==> config.mk <==
export PLATFORM = sky130hd
export DESIGN_NAME = synth_serial_control_port
export DESIGN_NICKNAME = d
export VERILOG_FILES = /design/src/synth_pkg.sv /design/src/ratio_divider.sv /design/src/level_converter.sv /design/src/synth_serial_control_port.sv
export SDC_FILE = /design/constraint.sdc
export NUM_CORES = 1
export LEC_CHECK = 0
export BUFFER_PORTS_ARGS = -buffer_cell sky130_fd_sc_hd__buf_2
export CAP_MARGIN = 15
export CORE_MARGIN = 2
export CORE_UTILIZATION = 38
export CTS_BUF_LIST = sky130_fd_sc_hd__clkbuf_8 sky130_fd_sc_hd__clkbuf_16
export CTS_CLUSTER_SIZE = 20
export DETAILED_ROUTE_END_ITERATION = 7
export SKIP_CTS_REPAIR_TIMING = 1
export SLEW_MARGIN = 25
export SYNTH_ARGS = -nofsm -noshare
export SYNTH_HDL_FRONTEND = slang
export SYNTH_SLANG_ARGS = --single-unit
==> constraint.sdc <==
create_clock -name clock_in -period 4.9 [get_ports clock_in]
set_clock_uncertainty 0.1 [all_clocks]
set_input_delay 0.98 -clock clock_in [delete_from_list [all_inputs] [get_ports clock_in]]
set_output_delay 0.98 -clock clock_in [all_outputs]
set_load 0.01 [all_outputs]
==> src/synth_pkg.sv <==
// constants shared by the serial control port of the tuning synthesiser
// assumes a single 100 MHz clock domain
package synth_pkg;
  // ============================================================
  // bus address
  localparam logic [4:0] ADDR_FIXED = 5'h18;
  localparam logic [1:0] ADDR_SEL_ALWAYS = 2'h1;
  // ============================================================
  // write byte layout
  localparam int PUMP_CURRENT_BIT = 6;
  localparam int PHASE_TEST_BIT = 5;
  localparam int PUMP_DISABLE_BIT = 4;
  localparam int DRIVE_OFF_BIT = 0;
  localparam int DIV_BITS = 15;
  localparam int PRESCALE = 8;
  // ============================================================
  // reset values
  localparam logic [14:0] DIV_RESET = 15'h0000;
  localparam logic [7:0] PUMP_RESET = 8'h8e;
  localparam logic [5:0] PORT_RESET = 6'h00;
  // ============================================================
  // timing: 4 MHz reference divided to the comparison rate
  localparam int CLK_HZ = 100000000;
  localparam int REF_HZ = 4000000;
  localparam int COMP_MHZ_X10000 = 78125;
  localparam int REF_DIV = (REF_HZ * 10) / COMP_MHZ_X10000 * 1000 / 1000
                           + 0;
  localparam int REF_TO_COMP = 512;
  localparam int CLK_PER_REF = CLK_HZ / REF_HZ;
endpackage

==> src/ratio_divider.sv <==
// programmable divider chain: /8 prescale then /ratio, plus phase compare
// assumes oscillator edges arrive as one-cycle enable pulses
`timescale 1ns/100ps
`default_nettype none
module ratio_divider import synth_pkg::*; #(
  parameter int W = DIV_BITS
) (
  input wire logic clock_in,
  input wire logic rst_n_in,
  input wire logic osc_tick_in,
  input wire logic comp_tick_in,
  input wire logic [W-1:0] ratio_in,
  output logic div_tick_out,
  output logic locked_out
);
  initial begin
    if (W < 2) $error("ratio width too small");
  end
  typedef struct packed {
    logic [2:0] pre;
    logic [W-1:0] cnt;
    logic tick;
    logic pend;
    logic [3:0] good;
    logic locked;
  } st_s;
  st_s r, n;
  always_comb begin
    n = r;
    n.tick = 1'b0;
    if (osc_tick_in) begin
      n.pre = r.pre + 3'h1;
      if (r.pre == 3'(PRESCALE - 1)) begin
        if (r.cnt + W'(1) >= ratio_in) begin
          n.cnt = '0;
          n.tick = 1'b1;
        end else begin
          n.cnt = r.cnt + W'(1);
        end
      end
    end
    // lock: divided and comparison edges pair up for several periods
    if (comp_tick_in && !r.tick) begin
      n.pend = 1'b1;
      if (r.pend) n.good = '0;
    end
    if (r.tick) begin
      if (r.pend || comp_tick_in) begin
        if (r.good != 4'hf) n.good = r.good + 4'h1;
      end else begin
        n.good = '0;
      end
      n.pend = 1'b0;
    end
    n.locked = (r.good == 4'hf);
  end
  always_ff @(posedge clock_in or negedge rst_n_in) begin
    if (!rst_n_in) r <= '0;
    else r <= n;
  end
  assign div_tick_out = r.tick;
  assign locked_out = r.locked;
endmodule
`default_nettype wire

==> src/level_converter.sv <==
// five-band level code from four threshold comparator results
// assumes comparator inputs are already synchronous
`timescale 1ns/100ps
`default_nettype none
module level_converter (
  input wire logic clock_in,
  input wire logic rst_n_in,
  input wire logic [3:0] above_in,
  output logic [2:0] code_out
);
  typedef struct packed {
    logic [2:0] code;
  } st_s;
  st_s r, n;
  // above_in bits: 0.15, 0.3, 0.45, 0.6 of supply
  always_comb begin
    n = r;
    if (above_in[3]) n.code = 3'h4;
    else if (above_in[2]) n.code = 3'h3;
    else if (above_in[1]) n.code = 3'h2;
    else if (above_in[0]) n.code = 3'h1;
    else n.code = 3'h0;
  end
  always_ff @(posedge clock_in or negedge rst_n_in) begin
    if (!rst_n_in) r <= '0;
    else r <= n;
  end
  assign code_out = r.code;
endmodule
`default_nettype wire

==> src/synth_serial_control_port.sv <==
// serial bus slave and control registers of a tuning synthesiser
// assumes scl/sda and port levels are synchronous samples of the pins
// Function
// first data bit picks divider or pump byte
// accept bytes until stop condition
// partial byte discarded, old value kept
// 15-bit ratio, high then low, msb first
// fixed divide-by-eight before ratio divider
// 4 MHz reference gives 7.8125 kHz compare
// pump current bit selects high current
// pump disable bit turns pump off
// drive amp off bit disables amplifier
// phase test routes clocks to lines 6,7
// master sends fixed ones in pump byte
// port byte drives six open outputs
// address 11000, selector matched against line 7
// read returns status byte msb first
// power flag set on loss, cleared read-stop
// outputs high impedance after power-up
// lock bit shows loop lock
// sense bits report lines 0,2,3
// five-band converter code from line 1
// address lsb high means read
// acknowledge address and each data byte
// master acks to receive more status
// ratio applied only after both bytes
`timescale 1ns/100ps
`default_nettype none
module synth_serial_control_port import synth_pkg::*; (
  input wire logic clock_in,
  input wire logic rstn_in,
  input wire logic scl_in,
  input wire logic sda_in,
  output logic sda_out,
  output logic sda_oe_n_out,
  input wire logic supply_low_in,
  input wire logic ref_tick_in,
  input wire logic osc_tick_in,
  input wire logic [1:0] line7_select_in,
  input wire logic port_line_0_in,
  input wire logic port_line_2_in,
  input wire logic port_line_3_in,
  input wire logic [3:0] line1_above_in,
  output logic [14:0] divider_ratio_out,
  output logic pump_current_high_out,
  output logic pump_disable_out,
  output logic drive_amp_off_out,
  output logic comp_tick_out,
  output logic [5:0] port_sink_on_out
);
  // ============================================================
  // reset release
  logic [1:0] rst_sync_r;
  logic rst_n;
  always_ff @(posedge clock_in or negedge rstn_in) begin
    if (!rstn_in) rst_sync_r <= 2'h0;
    else rst_sync_r <= {rst_sync_r[0], 1'b1};
  end
  assign rst_n = rst_sync_r[1];

  typedef enum logic [2:0] {
    IDLE, ADDR, ADDR_ACK, WDATA, WACK, RDATA, RACK
  } phase_e;

  typedef struct packed {
    phase_e ph;
    logic scl_d;
    logic sda_d;
    logic [7:0] sh;
    logic [3:0] nbit;
    logic rd;
    logic want_port;
    logic want_low;
    logic [6:0] div_hi;
    logic [14:0] ratio;
    logic [7:0] pump;
    logic [5:0] ports;
    logic por;
    logic [8:0] ref_cnt;
    logic comp;
    logic sda_low;
    logic [7:0] status;
  } st_s;

  st_s r, n;
  logic locked;
  logic div_tick;
  logic [2:0] level_code;
  logic scl_rise, scl_fall, start_c, stop_c;

  ratio_divider #(.W(DIV_BITS)) u_div (
    .clock_in(clock_in),
    .rst_n_in(rst_n),
    .osc_tick_in(osc_tick_in),
    .comp_tick_in(r.comp),
    .ratio_in(r.ratio),
    .div_tick_out(div_tick),
    .locked_out(locked)
  );

  level_converter u_lvl (
    .clock_in(clock_in),
    .rst_n_in(rst_n),
    .above_in(line1_above_in),
    .code_out(level_code)
  );

  assign scl_rise = scl_in && !r.scl_d;
  assign scl_fall = !scl_in && r.scl_d;
  assign start_c = r.scl_d && scl_in && r.sda_d && !sda_in;
  assign stop_c = r.scl_d && scl_in && !r.sda_d && sda_in;

  // ============================================================
  // bus engine and registers
  always_comb begin
    n = r;
    n.scl_d = scl_in;
    n.sda_d = sda_in;
    n.comp = 1'b0;
    if (supply_low_in) n.por = 1'b1;
    // comparison rate from the reference
    if (ref_tick_in) begin
      if (r.ref_cnt == 9'(REF_TO_COMP - 1)) begin
        n.ref_cnt = '0;
        n.comp = 1'b1;
      end else begin
        n.ref_cnt = r.ref_cnt + 9'h1;
      end
    end
    if (stop_c) begin
      // a stop ends everything; the shift register is simply dropped
      // a nacked read is already idle, so the phase is not looked at
      if (r.rd && !supply_low_in) n.por = 1'b0;
      n.rd = 1'b0;
      n.ph = IDLE;
      n.sda_low = 1'b0;
    end else if (start_c) begin
      n.ph = ADDR;
      n.rd = 1'b0;
      n.nbit = '0;
      n.sda_low = 1'b0;
    end else if (scl_rise) begin
      case (r.ph)
        ADDR, WDATA: begin
          n.sh = {r.sh[6:0], sda_in};
          n.nbit = r.nbit + 4'h1;
        end
        RACK: begin
          if (sda_in) n.ph = IDLE;
        end
        default: ;
      endcase
    end else if (scl_fall) begin
      case (r.ph)
        ADDR: begin
          if (r.nbit == 4'h8) begin
            n.nbit = '0;
            if (r.sh[7:3] == ADDR_FIXED &&
                (r.sh[2:1] == ADDR_SEL_ALWAYS ||
                 r.sh[2:1] == line7_select_in)) begin
              n.ph = ADDR_ACK;
              n.sda_low = 1'b1;
              n.rd = r.sh[0];
              n.want_low = 1'b0;
              n.want_port = 1'b0;
            end else begin
              n.ph = IDLE;
            end
          end
        end
        ADDR_ACK: begin
          n.sda_low = 1'b0;
          if (r.rd) begin
            n.ph = RDATA;
            n.status = {r.por, locked, port_line_0_in,
                        port_line_2_in, port_line_3_in,
                        level_code};
            n.sda_low = ~r.por;
            n.nbit = 4'h1;
          end else begin
            n.ph = WDATA;
          end
        end
        WDATA: begin
          if (r.nbit == 4'h8) begin
            n.nbit = '0;
            n.ph = WACK;
            n.sda_low = 1'b1;
            if (r.want_low) begin
              n.ratio = {r.div_hi, r.sh};
              n.want_low = 1'b0;
            end else if (r.want_port) begin
              n.ports = {r.sh[7:6], r.sh[3:0]};
              n.want_port = 1'b0;
            end else if (!r.sh[7]) begin
              n.div_hi = r.sh[6:0];
              n.want_low = 1'b1;
            end else begin
              n.pump = r.sh;
              n.want_port = 1'b1;
            end
          end
        end
        WACK: begin
          n.sda_low = 1'b0;
          n.ph = WDATA;
        end
        RDATA: begin
          if (r.nbit == 4'h8) begin
            n.ph = RACK;
            n.sda_low = 1'b0;
          end else begin
            n.sda_low = ~r.status[3'(7 - r.nbit)];
            n.nbit = r.nbit + 4'h1;
          end
        end
        RACK: begin
          n.ph = RDATA;
          n.nbit = 4'h1;
          n.sda_low = ~r.status[7];
        end
        default: n.ph = IDLE;
      endcase
    end
    // pump byte followed by a port byte: whatever byte comes after a
    // pump byte is taken as the port byte, whatever its msb
  end

  always_ff @(posedge clock_in or negedge rst_n) begin
    if (!rst_n) begin
      r <= '0;
      r.scl_d <= 1'b1;
      r.sda_d <= 1'b1;
      r.ph <= IDLE;
      r.pump <= PUMP_RESET;
      r.ratio <= DIV_RESET;
      r.ports <= PORT_RESET;
      r.por <= 1'b1;
    end else begin
      r <= n;
    end
  end

  // ============================================================
  // registered outputs
  always_ff @(posedge clock_in or negedge rst_n) begin
    if (!rst_n) begin
      sda_out <= 1'b0;
      sda_oe_n_out <= 1'b1;
      divider_ratio_out <= DIV_RESET;
      pump_current_high_out <= 1'b0;
      pump_disable_out <= 1'b0;
      drive_amp_off_out <= 1'b0;
      comp_tick_out <= 1'b0;
      port_sink_on_out <= PORT_RESET;
    end else begin
      sda_out <= 1'b0;
      sda_oe_n_out <= ~n.sda_low;
      divider_ratio_out <= r.ratio;
      pump_current_high_out <= r.pump[PUMP_CURRENT_BIT];
      pump_disable_out <= r.pump[PUMP_DISABLE_BIT];
      drive_amp_off_out <= r.pump[DRIVE_OFF_BIT];
      comp_tick_out <= r.comp;
      port_sink_on_out <= r.ports;
      if (r.pump[PHASE_TEST_BIT]) begin
        port_sink_on_out[4] <= r.comp;
        port_sink_on_out[5] <= div_tick;
      end
    end
  end
endmodule
`default_nettype wire

==> insert_results.sql, run 1 <==
INSERT INTO impl_metrics (metric_group, metric, value, unit) VALUES
('outcome', 'run_status', 'finished, final reports clean', ''),
('setup_path', 'timing.rr.end', 'u_div.r[9]$_DFFE_PN0P_', ''),
('routing', 'post_drt_wl_per_cell', '14.84', 'um'),
('grt', 'wire_length_of_the_first_global_routing_pass', '20.49', 'mm'),
('sta', 'timing.final.hold_violations', '0', ''),
('setup_path', 'crit_path_max_fanout', '11', ''),
('clock_tree', 'cts.htree.levels', '4', ''),
('routing', 'routed_wirelength', '12.04', 'mm'),
('grt', 'grt_remaining_overflow', '0', ''),
('floorplan', 'total_die_area', '0.01705', 'sq mm'),
('setup_path', 'critical_path_class', 'reg -> reg', ''),
('sta', 'period_minus_slack', '3688', 'ps'),
('sta', 'timing_max_transition_violations_final', '0', ''),
('final_layout', 'antenna_cells', '0', ''),
('final_layout', 'flow.area_growth_from_synthesis', '15.94', '%'),
('routing', 'vias_per_cell', '5.148', ''),
('grt', 'grt_pass1_vias', '4140', ''),
('sta', 'setup_violations', '0', ''),
('final_layout', 'final_core_utilization', '0.4477', ''),
('routing', 'drc', '0', ''),
('yosys', 'yosys_register_bits', '128', ''),
('yosys', 'ys.warnings.count', '0', ''),
('placed_design', 'gp_congestion', '0.8392', ''),
('yosys', 'net_count_of_the_mapped_netlist', '581', ''),
('setup_path', 'crit_chain', 'ha_1 -> and4_1 -> nand3_1 -> nor3_1 -> xor2_1 -> ha_1 -> a21oi_1 -> o21ai_0 -> a21oi_1 -> o21ai_1 -> o311ai_0', ''),
('grt', 'track_usage', '0.1556', ''),
('placed_design', 'place_hpwl', '8.392', 'mm'),
('sta', 'final_worst_hold_slack', '233.1', 'ps'),
('setup_path', 'crit_arrival', '3890', 'ps'),
('setup_path', 'timing.critical_path.slowest_cell_delay', '450', 'ps'),
('routing', 'dr.pass1.iters', '4', ''),
('setup_path', 'end_kind', 'flip-flop', ''),
('floorplan', 'core_region_area', '0.01577', 'sq mm'),
('floorplan', 'core.rowCount', '46', ''),
('final_layout', 'post_route_cells_drive_above_1_share', '0.2420', ''),
('routing', 'detail-route-antenna-nets', '0', ''),
('flow_run', 'drv_cap', '0', ''),
('setup_path', 'critPathLaunchType', 'flip-flop', ''),
('min_path', 'min_path_type', 'in -> async', ''),
('setup_path', 'critical_path.reg2reg.startpoint', 'u_div.r[7]$_DFFE_PN0P_', ''),
('floorplan', 'ios', '43', ''),
('yosys', 'edff_count_synth', '0', ''),
('yosys', 'seq_area_frac_synth', '0.5268', ''),
('clock_tree', 'clock_path_buffers', '2', ''),
('clock_tree', 'cts.root.buffer_cell', 'sky130_fd_sc_hd__clkbuf_16', ''),
('power', 'vdd_ir_drop_max', '0.0002616', 'V'),
('power', 'power.density', '403.4', 'mW/mm^2'),
('routing', 'vias', '4175', ''),
('setup_path', 'slowest_stage', 'sky130_fd_sc_hd__a21oi_1', ''),
('placed_design', 'port_buffers', '41', ''),
('sta', 'setup_repair_after_global_routing_missed_its_margin', 'no', ''),
('floorplan', 'dieWidth', '130.6', 'um'),
('sta', 'tns', '0', 'ps'),
('clock_tree', 'clock_sinks', '128', ''),
('sta', 'period_share', '0.7527', ''),
('setup_path', 'cpLargestDelayFamily', 'compound AO/OA/AOI/OAI gates', ''),
('floorplan', 'die_height', '130.6', 'um'),
('setup_path', 'cp.required', '5110', 'ps'),
('setup_path', 'reg2reg_depth', '11', ''),
('yosys', 'postSynthCellCount', '539', ''),
('power', 'fin_total_pwr', '2.848', 'mW'),
('clock_tree', 'worstSkewPairLatency', '420', 'ps'),
('sta', 'timing_worst_slew_pin_value', '853.8', 'ps'),
('clock_tree', 'clk_pin_slew_worst_paths', '60', 'ps'),
('sta', 'slew-limit-headroom', '0.4308', ''),
('grt', 'pin_count_of_the_biggest_net_entering_global_routing', '72', ''),
('final_layout', 'finish.net_count', '624', ''),
('yosys', 'netlist-cell-type-count', '60', ''),
('clock_tree', 'clock_buffer_count_from_cts', '17', ''),
('clock_tree', 'cts_tree', 'yes', ''),
('yosys', 'syn-cell-area', '0.006090', 'sq mm'),
('sta', 'max_clk_rate', '0.2711', 'GHz'),
('floorplan', 'start_util', '0.3861', ''),
('setup_path', 'cp.buffers_inverters', '0', ''),
('setup_path', 'reg2reg_setup_slack', '1210', 'ps'),
('yosys', 'yosys_most_used_dff', 'sky130_fd_sc_hd__dfrtp_1', ''),
('grt', 'initial_antenna_violation_count', '0', ''),
('power', 'power.static_leakage', '3.427', 'nW'),
('yosys', 'synth_area_per_cell', '11.30', 'sq um'),
('routing', 'drt-initial-drc-count', '215', ''),
('yosys', 'synth_async_sr_flop_share', '1.000', '');
cells by family after synthesis:
logic type / synth area share
mux: 0.1270
compound gates: 0.09719
xor+xnor: 0.02301
flops: 0.5268
buf+inv: 0.03287
fa+ha+maj: 0.05342
other cells: 0.001233
simple gates: 0.1385
worst reg2reg max path, cell delays in order (launching register included):
cell	delay [ps]
sky130_fd_sc_hd__dfrtp_1	420
sky130_fd_sc_hd__ha_1	260
sky130_fd_sc_hd__and4_1	300
sky130_fd_sc_hd__nand3_1	170
sky130_fd_sc_hd__nor3_1	380
sky130_fd_sc_hd__xor2_1	180
sky130_fd_sc_hd__ha_1	260
sky130_fd_sc_hd__a21oi_1	140
sky130_fd_sc_hd__o21ai_0	90
sky130_fd_sc_hd__a21oi_1	450
sky130_fd_sc_hd__o21ai_1	420
sky130_fd_sc_hd__o311ai_0	390
where the power goes:
part / switching [mW] / internal, mW / total (mW)
clock: 0.531 / 0.672 / 1.20
combinational: 0.202 / 0.164 / 0.366
sequential: 0.130 / 1.15 / 1.28
total: 0.862 / 1.99 / 2.85
flip-flops by register name (all words and copies together) (netlist names):
name                   flops
r                         72
u_div.r                   23
divider_ratio_out         15
port_sink_on_out           6
u_lvl.code_out             3
rst_sync_r                 2
comp_tick_out              1
drive_amp_off_out          1
pump_current_high_out      1
pump_disable_out           1
sda_oe_n_out               1
u_div.div_tick_out         1
u_div.locked_out           1
worst max path at each step:
stage | from | endpoint | cells after the start
after floorplan | rst_sync_r[1]$_DFF_PN0_ | comp_tick_out$_DFF_PN0_ | 0
after global placement | scl_in | r[53]$_DFFE_PN0P_ | 7
after detailed placement | scl_in | r[52]$_DFFE_PN0P_ | 7
after CTS | u_div.r[7]$_DFFE_PN0P_ | u_div.r[9]$_DFFE_PN0P_ | 11
after global routing | u_div.r[7]$_DFFE_PN0P_ | u_div.r[9]$_DFFE_PN0P_ | 11
final | u_div.r[7]$_DFFE_PN0P_ | u_div.r[9]$_DFFE_PN0P_ | 11
metrics by stage:
| step | area [sq um] | instances | setup WS (ps) |
|---|---|---|---|
| 4_1_cts | 7061 | 811 | 1196 |
| 6_report | 7061 | 811 | 1212 |
| 3_5_place_dp | 6496 | 779 | 1076 |
| 3_3_place_gp | 6496 | 779 | 1159 |
| 2_1_floorplan | 6090 | 539 | 976.8 |
| 5_1_grt | 7061 | 811 | 803.2 |
per-layer routing:
| layer | share of wire | GRT usage |
|---|---|---|
| met2 | 0.48 | 0.2414 |
| met3 | 0.048 | 0.05049 |
| met5 | 0 | 0 |
| met1 | 0.46 | 0.2093 |
| met4 | 0.010 | 0.04756 |
cells in the mapped netlist (all sizes together) (3+ instances only):
cell / instances / area [sq um]
nor2b: 9 / 56.30
xor2: 9 / 78.83
a21oi: 16 / 80.08
and2: 9 / 56.30
o31ai: 3 / 22.52
o21ai: 23 / 115.1
and3: 5 / 31.28
inv: 30 / 112.6
nor2: 27 / 101.4
a21o: 6 / 45.04
a211oi: 4 / 30.03
o21a: 3 / 22.52
a31oi: 7 / 43.79
nor3: 14 / 75.07
nand2: 54 / 202.7
mux2i: 9 / 90.09
o211ai: 6 / 45.04
dfstp: 4 / 105.1
nand4: 6 / 37.54
xnor2: 7 / 61.31
or4: 4 / 30.03
buf: 5 / 33.78
dfrtp: 124 / 3103
clkbuf: 14 / 53.80
ha: 26 / 325.3
o221ai: 3 / 26.28
mux2: 53 / 638.1
or3: 4 / 25.02
nand3: 17 / 85.08
nand2b: 4 / 32.53
nand3b: 3 / 35.03
final cells by class:
cell class                 instances  area (sq um)
fill                            1496          8710
sequential                       128          3212
multi-input combinational        362          2681
clock buffer                      17         425.4
tap                              216         270.3
timing repair buffer              43         220.2
clock inverter                    15         138.9
inverter                          30         112.6
cells in the final DEF, fill, tap and decap left out, drive strengths merged, types with 14 or more instances in the layout:
| master | Yosys | final |
|---|---|---|
| nand2 | 54 | 54 |
| buf | 5 | 43 |
| clkbuf | 14 | 17 |
| inv | 30 | 40 |
| dfrtp | 124 | 124 |
| a21oi | 16 | 16 |
| o21ai | 23 | 23 |
| mux2 | 53 | 53 |
| ha | 26 | 26 |
| nor2 | 27 | 27 |
| nand3 | 17 | 17 |
| nor3 | 14 | 14 |
Note: power is estimated with default switching activity, not from simulation.
==> run 2: changes to the inputs <==
- clock period: 4.9 -> 3 ns (I/O delays scaled with it)
==> run 2 against run 1 <==
Sequential power rose by 63%. Worst hold slack worse by 9.9 ps. Setup slack worse by 1000 ps. Combinational power grew 94%. Clock power rose by 78%. First-iteration DRC count down 9.8%. Register-to-register slack worse by 1000 ps. Global-route usage increased by 1.1 points. Clock-buffer cell count rose by 4. Largest power group is now the clock network. Highest routed layer unchanged.
==> insert_results.sql, run 2 (same netlist as run 1, synthesis figures left out) <==
INSERT INTO impl_metrics (metric_group, metric, value, unit) VALUES
('grt', 'busiest_layer_in_global_routing', 'met2', ''),
('routing', 'vias', '4300', ''),
('sta', 'timing_worst_slew_pin_value', '645.7', 'ps'),
('outcome', 'run_status', 'finished, final reports clean', ''),
('power', 'fin_total_pwr', '4.921', 'mW'),
('flow_run', 'drv_cap', '0', ''),
('final_layout', 'num-fill-cells', '1450', ''),
('routing', 'routed_wirelength', '12.82', 'mm'),
('min_path', 'min_delay_path_depth', '1', ''),
('routing', 'drt-initial-drc-count', '194', ''),
('final_layout', 'largest-register', 'r', ''),
('setup_path', 'crit_arrival', '3020', 'ps'),
('setup_path', 'crit_chain', 'inv_1 -> ha_1 -> nand3b_4 -> or4_1 -> or4_1 -> mux2_4', ''),
('floorplan', 'dieWidth', '130.6', 'um'),
('floorplan', 'core_region_area', '0.01577', 'sq mm'),
('sta', 'max_clk_rate', '0.3534', 'GHz'),
('clock_tree', 'clk_pin_slew_worst_paths', '60', 'ps'),
('setup_path', 'reg2reg_depth', '6', ''),
('placed_design', 'port_buffers', '41', ''),
('clock_tree', 'cts.htree.levels', '4', ''),
('clock_tree', 'clock_sinks', '128', ''),
('grt', 'grt_use_met1', '0.2157', ''),
('grt', 'initial_antenna_violation_count', '0', ''),
('power', 'power.density', '670.8', 'mW/mm^2'),
('final_layout', 'flow.area_growth_from_synthesis', '20.46', '%'),
('grt', 'grt_remaining_overflow', '0', ''),
('floorplan', 'die_height', '130.6', 'um'),
('sta', 'slew-limit-headroom', '0.5695', ''),
('power', 'power.static_leakage', '3.593', 'nW'),
('sta', 'period_minus_slack', '2829', 'ps'),
('clock_tree', 'worstSkewPairLatency', '410', 'ps'),
('routing', 'dr.pass1.iters', '4', ''),
('setup_path', 'end_kind', 'flip-flop', ''),
('setup_path', 'critPathLaunchType', 'flip-flop', ''),
('floorplan', 'total_die_area', '0.01705', 'sq mm'),
('final_layout', 'max_reg_flops', '72', ''),
('final_layout', 'mostFrequentLayoutCells', 'sky130_fd_sc_hd__dfrtp_1 (123), sky130_fd_sc_hd__nand2_1 (54), sky130_fd_sc_hd__mux2_2 (42), sky130_fd_sc_hd__buf_2 (41), sky130_fd_sc_hd__inv_1 (32)', ''),
('final_layout', 'antenna_cells', '0', ''),
('setup_path', 'critical_path_class', 'reg -> reg', ''),
('routing', 'drc', '0', ''),
('placed_design', 'gp_congestion', '0.8607', ''),
('setup_path', 'reg2reg_setup_slack', '170', 'ps'),
('routing', 'detail-route-antenna-nets', '0', ''),
('floorplan', 'ios', '43', ''),
('sta', 'period_share', '0.9431', ''),
('sta', 'final_worst_hold_slack', '223.2', 'ps'),
('clock_tree', 'clock_buffer_count_from_cts', '17', ''),
('power', 'vdd_ir_drop_max', '0.0004297', 'V'),
('grt', 'wire_length_of_the_first_global_routing_pass', '22.11', 'mm'),
('grt', 'track_usage', '0.1666', ''),
('setup_path', 'cp.required', '3190', 'ps'),
('grt', 'grt_pass1_vias', '4441', ''),
('final_layout', 'largestRegisters', 'r (72), u_div.r (23), divider_ratio_out (15)', ''),
('setup_path', 'slowest_stage', 'sky130_fd_sc_hd__or4_1', ''),
('clock_tree', 'cts.root.buffer_cell', 'sky130_fd_sc_hd__clkbuf_16', ''),
('setup_path', 'timing.rr.end', 'r[50]$_DFFE_PN0P_', ''),
('min_path', 'min_path_type', 'in -> reg', ''),
('min_path', 'timing.hold.worst.start', 'scl_in', ''),
('sta', 'setup_violations', '0', ''),
('sta', 'timing.final.hold_violations', '0', ''),
('min_path', 'hold-path-endpoint', 'r[72]$_DFF_PN1_', ''),
('routing', 'vias_per_cell', '5.137', ''),
('final_layout', 'post_route_cells_drive_above_1_share', '0.2738', ''),
('clock_tree', 'cts_tree', 'yes', ''),
('final_layout', 'mostFrequentLayoutCell', 'sky130_fd_sc_hd__dfrtp_1', ''),
('sta', 'timing_max_transition_violations_final', '0', ''),
('setup_path', 'critical_path.reg2reg.startpoint', 'r[59]$_DFFE_PN0P_', ''),
('grt', 'global_route.usage.met2', '0.2748', ''),
('setup_path', 'timing.critical_path.slowest_cell_delay', '670', 'ps'),
('floorplan', 'start_util', '0.3861', ''),
('final_layout', 'finish.net_count', '650', ''),
('setup_path', 'path_common_cell', 'sky130_fd_sc_hd__or4_1', ''),
('setup_path', 'crit_path_max_fanout', '9', ''),
('placed_design', 'place_hpwl', '9.093', 'mm'),
('routing', 'post_drt_wl_per_cell', '15.31', 'um'),
('floorplan', 'core.rowCount', '46', ''),
('grt', 'pin_count_of_the_biggest_net_entering_global_routing', '52', ''),
('grt', 'gr-usage-met3', '0.04357', ''),
('clock_tree', 'clock_path_buffers', '2', '');
-- run 2: routing by layer --
metal  wire [um]  part of all wire
met1        5901              0.46
met2        6325              0.49
met3         455             0.035
met4         136             0.011
met5           0                 0
-- run 2: layout make-up --
class / instances / area (sq um) / share of cell area
clock inverter: 11 / 137.6 / 0.01876
tap: 216 / 270.3 / 0.03684
sequential: 128 / 3212 / 0.4378
clock buffer: 21 / 480.5 / 0.06550
inverter: 30 / 112.6 / 0.01535
timing repair buffer: 69 / 430.4 / 0.05867
multi-input combinational: 362 / 2693 / 0.3670
-- run 2: power by group --
part	switching, mW	total (mW)	leakage, nW	internal (mW)
sequential	0.206	2.09	1.72	1.88
combinational	0.378	0.709	1.56	0.330
clock	0.740	2.13	0.311	1.39
total	1.32	4.92	3.59	3.60
-- run 2: per-stage QoR --
step	setup TNS [ps]	setup WS [ps]	cells	util	instance area [sq um]
after floorplan	0	64.77	539	-	6095
after global placement	0	112.2	802	0.4239	6685
after detailed placement	0	38.51	802	0.4239	6685
after CTS	0	58.57	834	0.4631	7303
after global routing	-1.425	-1.425	837	0.4652	7336
final	0	170.6	837	0.4652	7336
-- run 2: worst max-delay path, delay by kind of cell (launching register included) --
family,cells,cell delay (ps)
adders and majority gates,1,210
buffers and inverters,1,130
DFF,1,460
muxes,1,380
and+or+nand+nor,3,1430
-- run 2: worst max-delay path by stage --
stage,slack (ps),cells after the start,startpoint,endpoint
CTS,60,13,u_div.r[7]$_DFFE_PN0P_,u_div.r[9]$_DFFE_PN0P_
global route,-1,13,u_div.r[8]$_DFFE_PN0P_,u_div.r[9]$_DFFE_PN0P_
detailed placement,40,8,scl_in,r[50]$_DFFE_PN0P_
finish,170,6,r[59]$_DFFE_PN0P_,r[50]$_DFFE_PN0P_
floorplan,60,11,u_div.r[9]$_DFFE_PN0P_,u_div.div_tick_out$_DFF_PN0_
global placement,110,8,scl_in,r[54]$_DFFE_PN0P_
==> run 3: changes to the inputs <==
- CELL_PAD_IN_SITES_DETAIL_PLACEMENT: not set -> 0
- CELL_PAD_IN_SITES_GLOBAL_PLACEMENT: not set -> 1
- PLACE_DENSITY_LB_ADDON: not set -> 0.1
==> run 3 against run 2 <==
Sequential power about the same. Highest routed layer unchanged. Flip-flop and latch count stayed put. Critical path depth grew 5. Combinational power is 2% lower. First-iteration DRC count increased by 16%. Clock power fell by 11%. Wire length grew 1.5%.
==> insert_results.sql, run 3 (same netlist as run 1, synthesis figures left out) <==
INSERT INTO impl_metrics (metric_group, metric, value, unit) VALUES
('sta', 'timing_max_transition_violations_final', '0', ''),
('placed_design', 'placed_cells_incl_taps', '804', ''),
('grt', 'grt_pass1_vias', '4241', ''),
('placed_design', 'place_hpwl', '9.498', 'mm'),
('grt', 'wire_length_of_the_first_global_routing_pass', '21.56', 'mm'),
('floorplan', 'total_die_area', '0.01705', 'sq mm'),
('setup_path', 'cp.required', '3180', 'ps'),
('power', 'p_int', '3.355', 'mW'),
('final_layout', 'antenna_cells', '0', ''),
('sta', 'timing.final.hold_violations', '0', ''),
('final_layout', 'stdcell_area', '0.007286', 'sq mm'),
('clock_tree', 'worstSkewPairLatency', '410', 'ps'),
('routing', 'routed_wirelength', '13.01', 'mm'),
('routing', 'drc', '0', ''),
('min_path', 'min_path_type', 'in -> reg', ''),
('sta', 'max_clk_rate', '0.3561', 'GHz'),
('floorplan', 'core_region_area', '0.01577', 'sq mm'),
('setup_path', 'setup.worst_path.end', 'u_div.r[12]$_DFFE_PN0P_', ''),
('grt', 'track_usage', '0.1652', ''),
('routing', 'post_drt_wl_per_cell', '15.54', 'um'),
('clock_tree', 'clk_pin_slew_worst_paths', '50', 'ps'),
('final_layout', 'flow.area_growth_from_synthesis', '19.64', '%'),
('setup_path', 'crit_arrival', '2990', 'ps'),
('setup_path', 'critical_path.reg2reg.startpoint', 'u_div.r[12]$_DFFE_PN0P_', ''),
('grt', 'grt_remaining_overflow', '0', ''),
('min_path', 'timing.hold.worst.start', 'scl_in', ''),
('outcome', 'run_status', 'finished, final reports clean', ''),
('setup_path', 'reg2reg_setup_slack', '190', 'ps'),
('setup_path', 'reg2reg_depth', '11', ''),
('final_layout', 'mostFrequentLayoutCells', 'sky130_fd_sc_hd__dfrtp_1 (123), sky130_fd_sc_hd__nand2_1 (54), sky130_fd_sc_hd__mux2_2 (42), sky130_fd_sc_hd__buf_2 (41), sky130_fd_sc_hd__inv_1 (33)', ''),
('power', 'vdd_ir_drop_max', '0.0003782', 'V'),
('final_layout', 'mostFrequentLayoutCell', 'sky130_fd_sc_hd__dfrtp_1', ''),
('placed_design', 'port_buffers', '41', ''),
('final_layout', 'largest-register', 'r', ''),
('setup_path', 'critPathLaunchType', 'flip-flop', ''),
('final_layout', 'finish.net_count', '650', ''),
('floorplan', 'start_util', '0.3861', ''),
('final_layout', 'largestRegisters', 'r (72), u_div.r (23), divider_ratio_out (15)', ''),
('final_layout', 'finalNonFillerCells', '837', ''),
('floorplan', 'core.rowCount', '46', ''),
('power', 'sw_frac_of_total', '0.2826', ''),
('routing', 'vias_per_cell', '5.078', ''),
('routing', 'vias', '4250', ''),
('setup_path', 'timing.critical_path.from', 'u_div.r[12]$_DFFE_PN0P_', ''),
('sta', 'setup_violations', '0', ''),
('power', 'combinationalPowerShare', '0.148', ''),
('grt', 'pin_count_of_the_biggest_net_entering_global_routing', '45', ''),
('setup_path', 'end_kind', 'flip-flop', ''),
('sta', 'period_minus_slack', '2808', 'ps'),
('clock_tree', 'clock_sinks', '128', ''),
('clock_tree', 'clock_buffer_count_from_cts', '17', ''),
('sta', 'timing_worst_slew_pin_value', '610.3', 'ps'),
('setup_path', 'critical_path_class', 'reg -> reg', ''),
('floorplan', 'die_height', '130.6', 'um'),
('clock_tree', 'cts.htree.levels', '4', ''),
('routing', 'detail-route-antenna-nets', '0', ''),
('power', 'seq_power_share', '0.445', ''),
('power', 'clkPwrFrac', '0.407', ''),
('power', 'power.static_leakage', '3.564', 'nW'),
('routing', 'dr.pass1.iters', '4', ''),
('floorplan', 'ios', '43', ''),
('final_layout', 'max_reg_flops', '72', ''),
('clock_tree', 'cts_tree', 'yes', ''),
('placed_design', 'post_dp_cell_area', '0.006700', 'sq mm'),
('clock_tree', 'clock_path_buffers', '2', ''),
('floorplan', 'dieWidth', '130.6', 'um'),
('setup_path', 'timing.rr.end', 'u_div.r[12]$_DFFE_PN0P_', ''),
('power', 'total_switching_power', '1.322', 'mW'),
('placed_design', 'gp_congestion', '0.8282', ''),
('final_layout', 'post_route_cells_drive_above_1_share', '0.2770', ''),
('setup_path', 'crit_path_max_fanout', '7', ''),
('clock_tree', 'cts.root.buffer_cell', 'sky130_fd_sc_hd__clkbuf_16', ''),
('flow_run', 'drv_cap', '0', ''),
('power', 'power.density', '642.0', 'mW/mm^2'),
('sta', 'slew-limit-headroom', '0.5932', ''),
('sta', 'period_share', '0.9362', ''),
('routing', 'drt-initial-drc-count', '225', ''),
('grt', 'initial_antenna_violation_count', '0', '');
run 3: area by class of cell:
class	count	area, sq um
fillers	1518	8484
flip-flops and latches	128	3212
multi-input cells	362	2705
clock buffers	18	439.2
repair buffers	69	430.4
well taps	216	270.3
clock inverters	14	116.4
inverters	30	112.6
run 3: how the worst min path moves through the flow:
| stage | to | cells after the start |
|---|---|---|
| 6_report | r[72]$_DFF_PN1_ | 1 |
| 5_1_grt | r[72]$_DFF_PN1_ | 1 |
| 4_1_cts | rst_sync_r[1]$_DFF_PN0_ | 1 |
| 3_5_place_dp | rst_sync_r[1]$_DFF_PN0_ | 0 |
| 3_3_place_gp | rst_sync_r[1]$_DFF_PN0_ | 0 |
| 2_1_floorplan | rst_sync_r[0]$_DFF_PN0_ | 0 |
run 3: metrics by stage:
| stage | worst slack [ps] | total power [mW] | hold WS (ps) | TNS (ps) | utilization |
|---|---|---|---|---|---|
| after floorplan | 64.77 | 2.533 | 204.4 | 0 | - |
| after global placement | 167.1 | 2.785 | 235.6 | 0 | 0.4249 |
| after CTS | 38.49 | 4.740 | -147.2 | 0 | 0.4601 |
| after global routing | -12.26 | 4.960 | 194.7 | -14.03 | 0.4620 |
| after detailed placement | 71.79 | 2.803 | 240.5 | 0 | 0.4249 |
| final | 191.5 | 4.678 | 216.6 | 0 | 0.4620 |
run 3: power by group through the flow:
stage	Clock, mW	Combinational, mW	Sequential [mW]
global route	2.05	0.797	2.11
global placement	0	0.679	2.11
finish	1.90	0.693	2.08
floorplan	0	0.480	2.05
detailed placement	0	0.693	2.11
CTS	1.96	0.695	2.08
run 3: routing by layer:
metal,vias to the layer above,global-route usage,part of all wire
met5,-,0,0
met4,0,0.04506,0.0095
met3,8,0.04723,0.030
met2,54,0.2714,0.49
met1,2131,0.2155,0.47
li1,2057,-,-
run 3: critical path, stage by stage, from the launching register on:
cell	delay (ps)
sky130_fd_sc_hd__dfrtp_1	460
sky130_fd_sc_hd__and4_1	260
sky130_fd_sc_hd__nand3_1	180
sky130_fd_sc_hd__o21a_1	240
sky130_fd_sc_hd__or2_2	310
sky130_fd_sc_hd__ha_1	280
sky130_fd_sc_hd__nand2_1	50
sky130_fd_sc_hd__nor2_1	140
sky130_fd_sc_hd__nand2_1	100
sky130_fd_sc_hd__buf_4	170
sky130_fd_sc_hd__o211ai_1	270
sky130_fd_sc_hd__o211ai_1	120
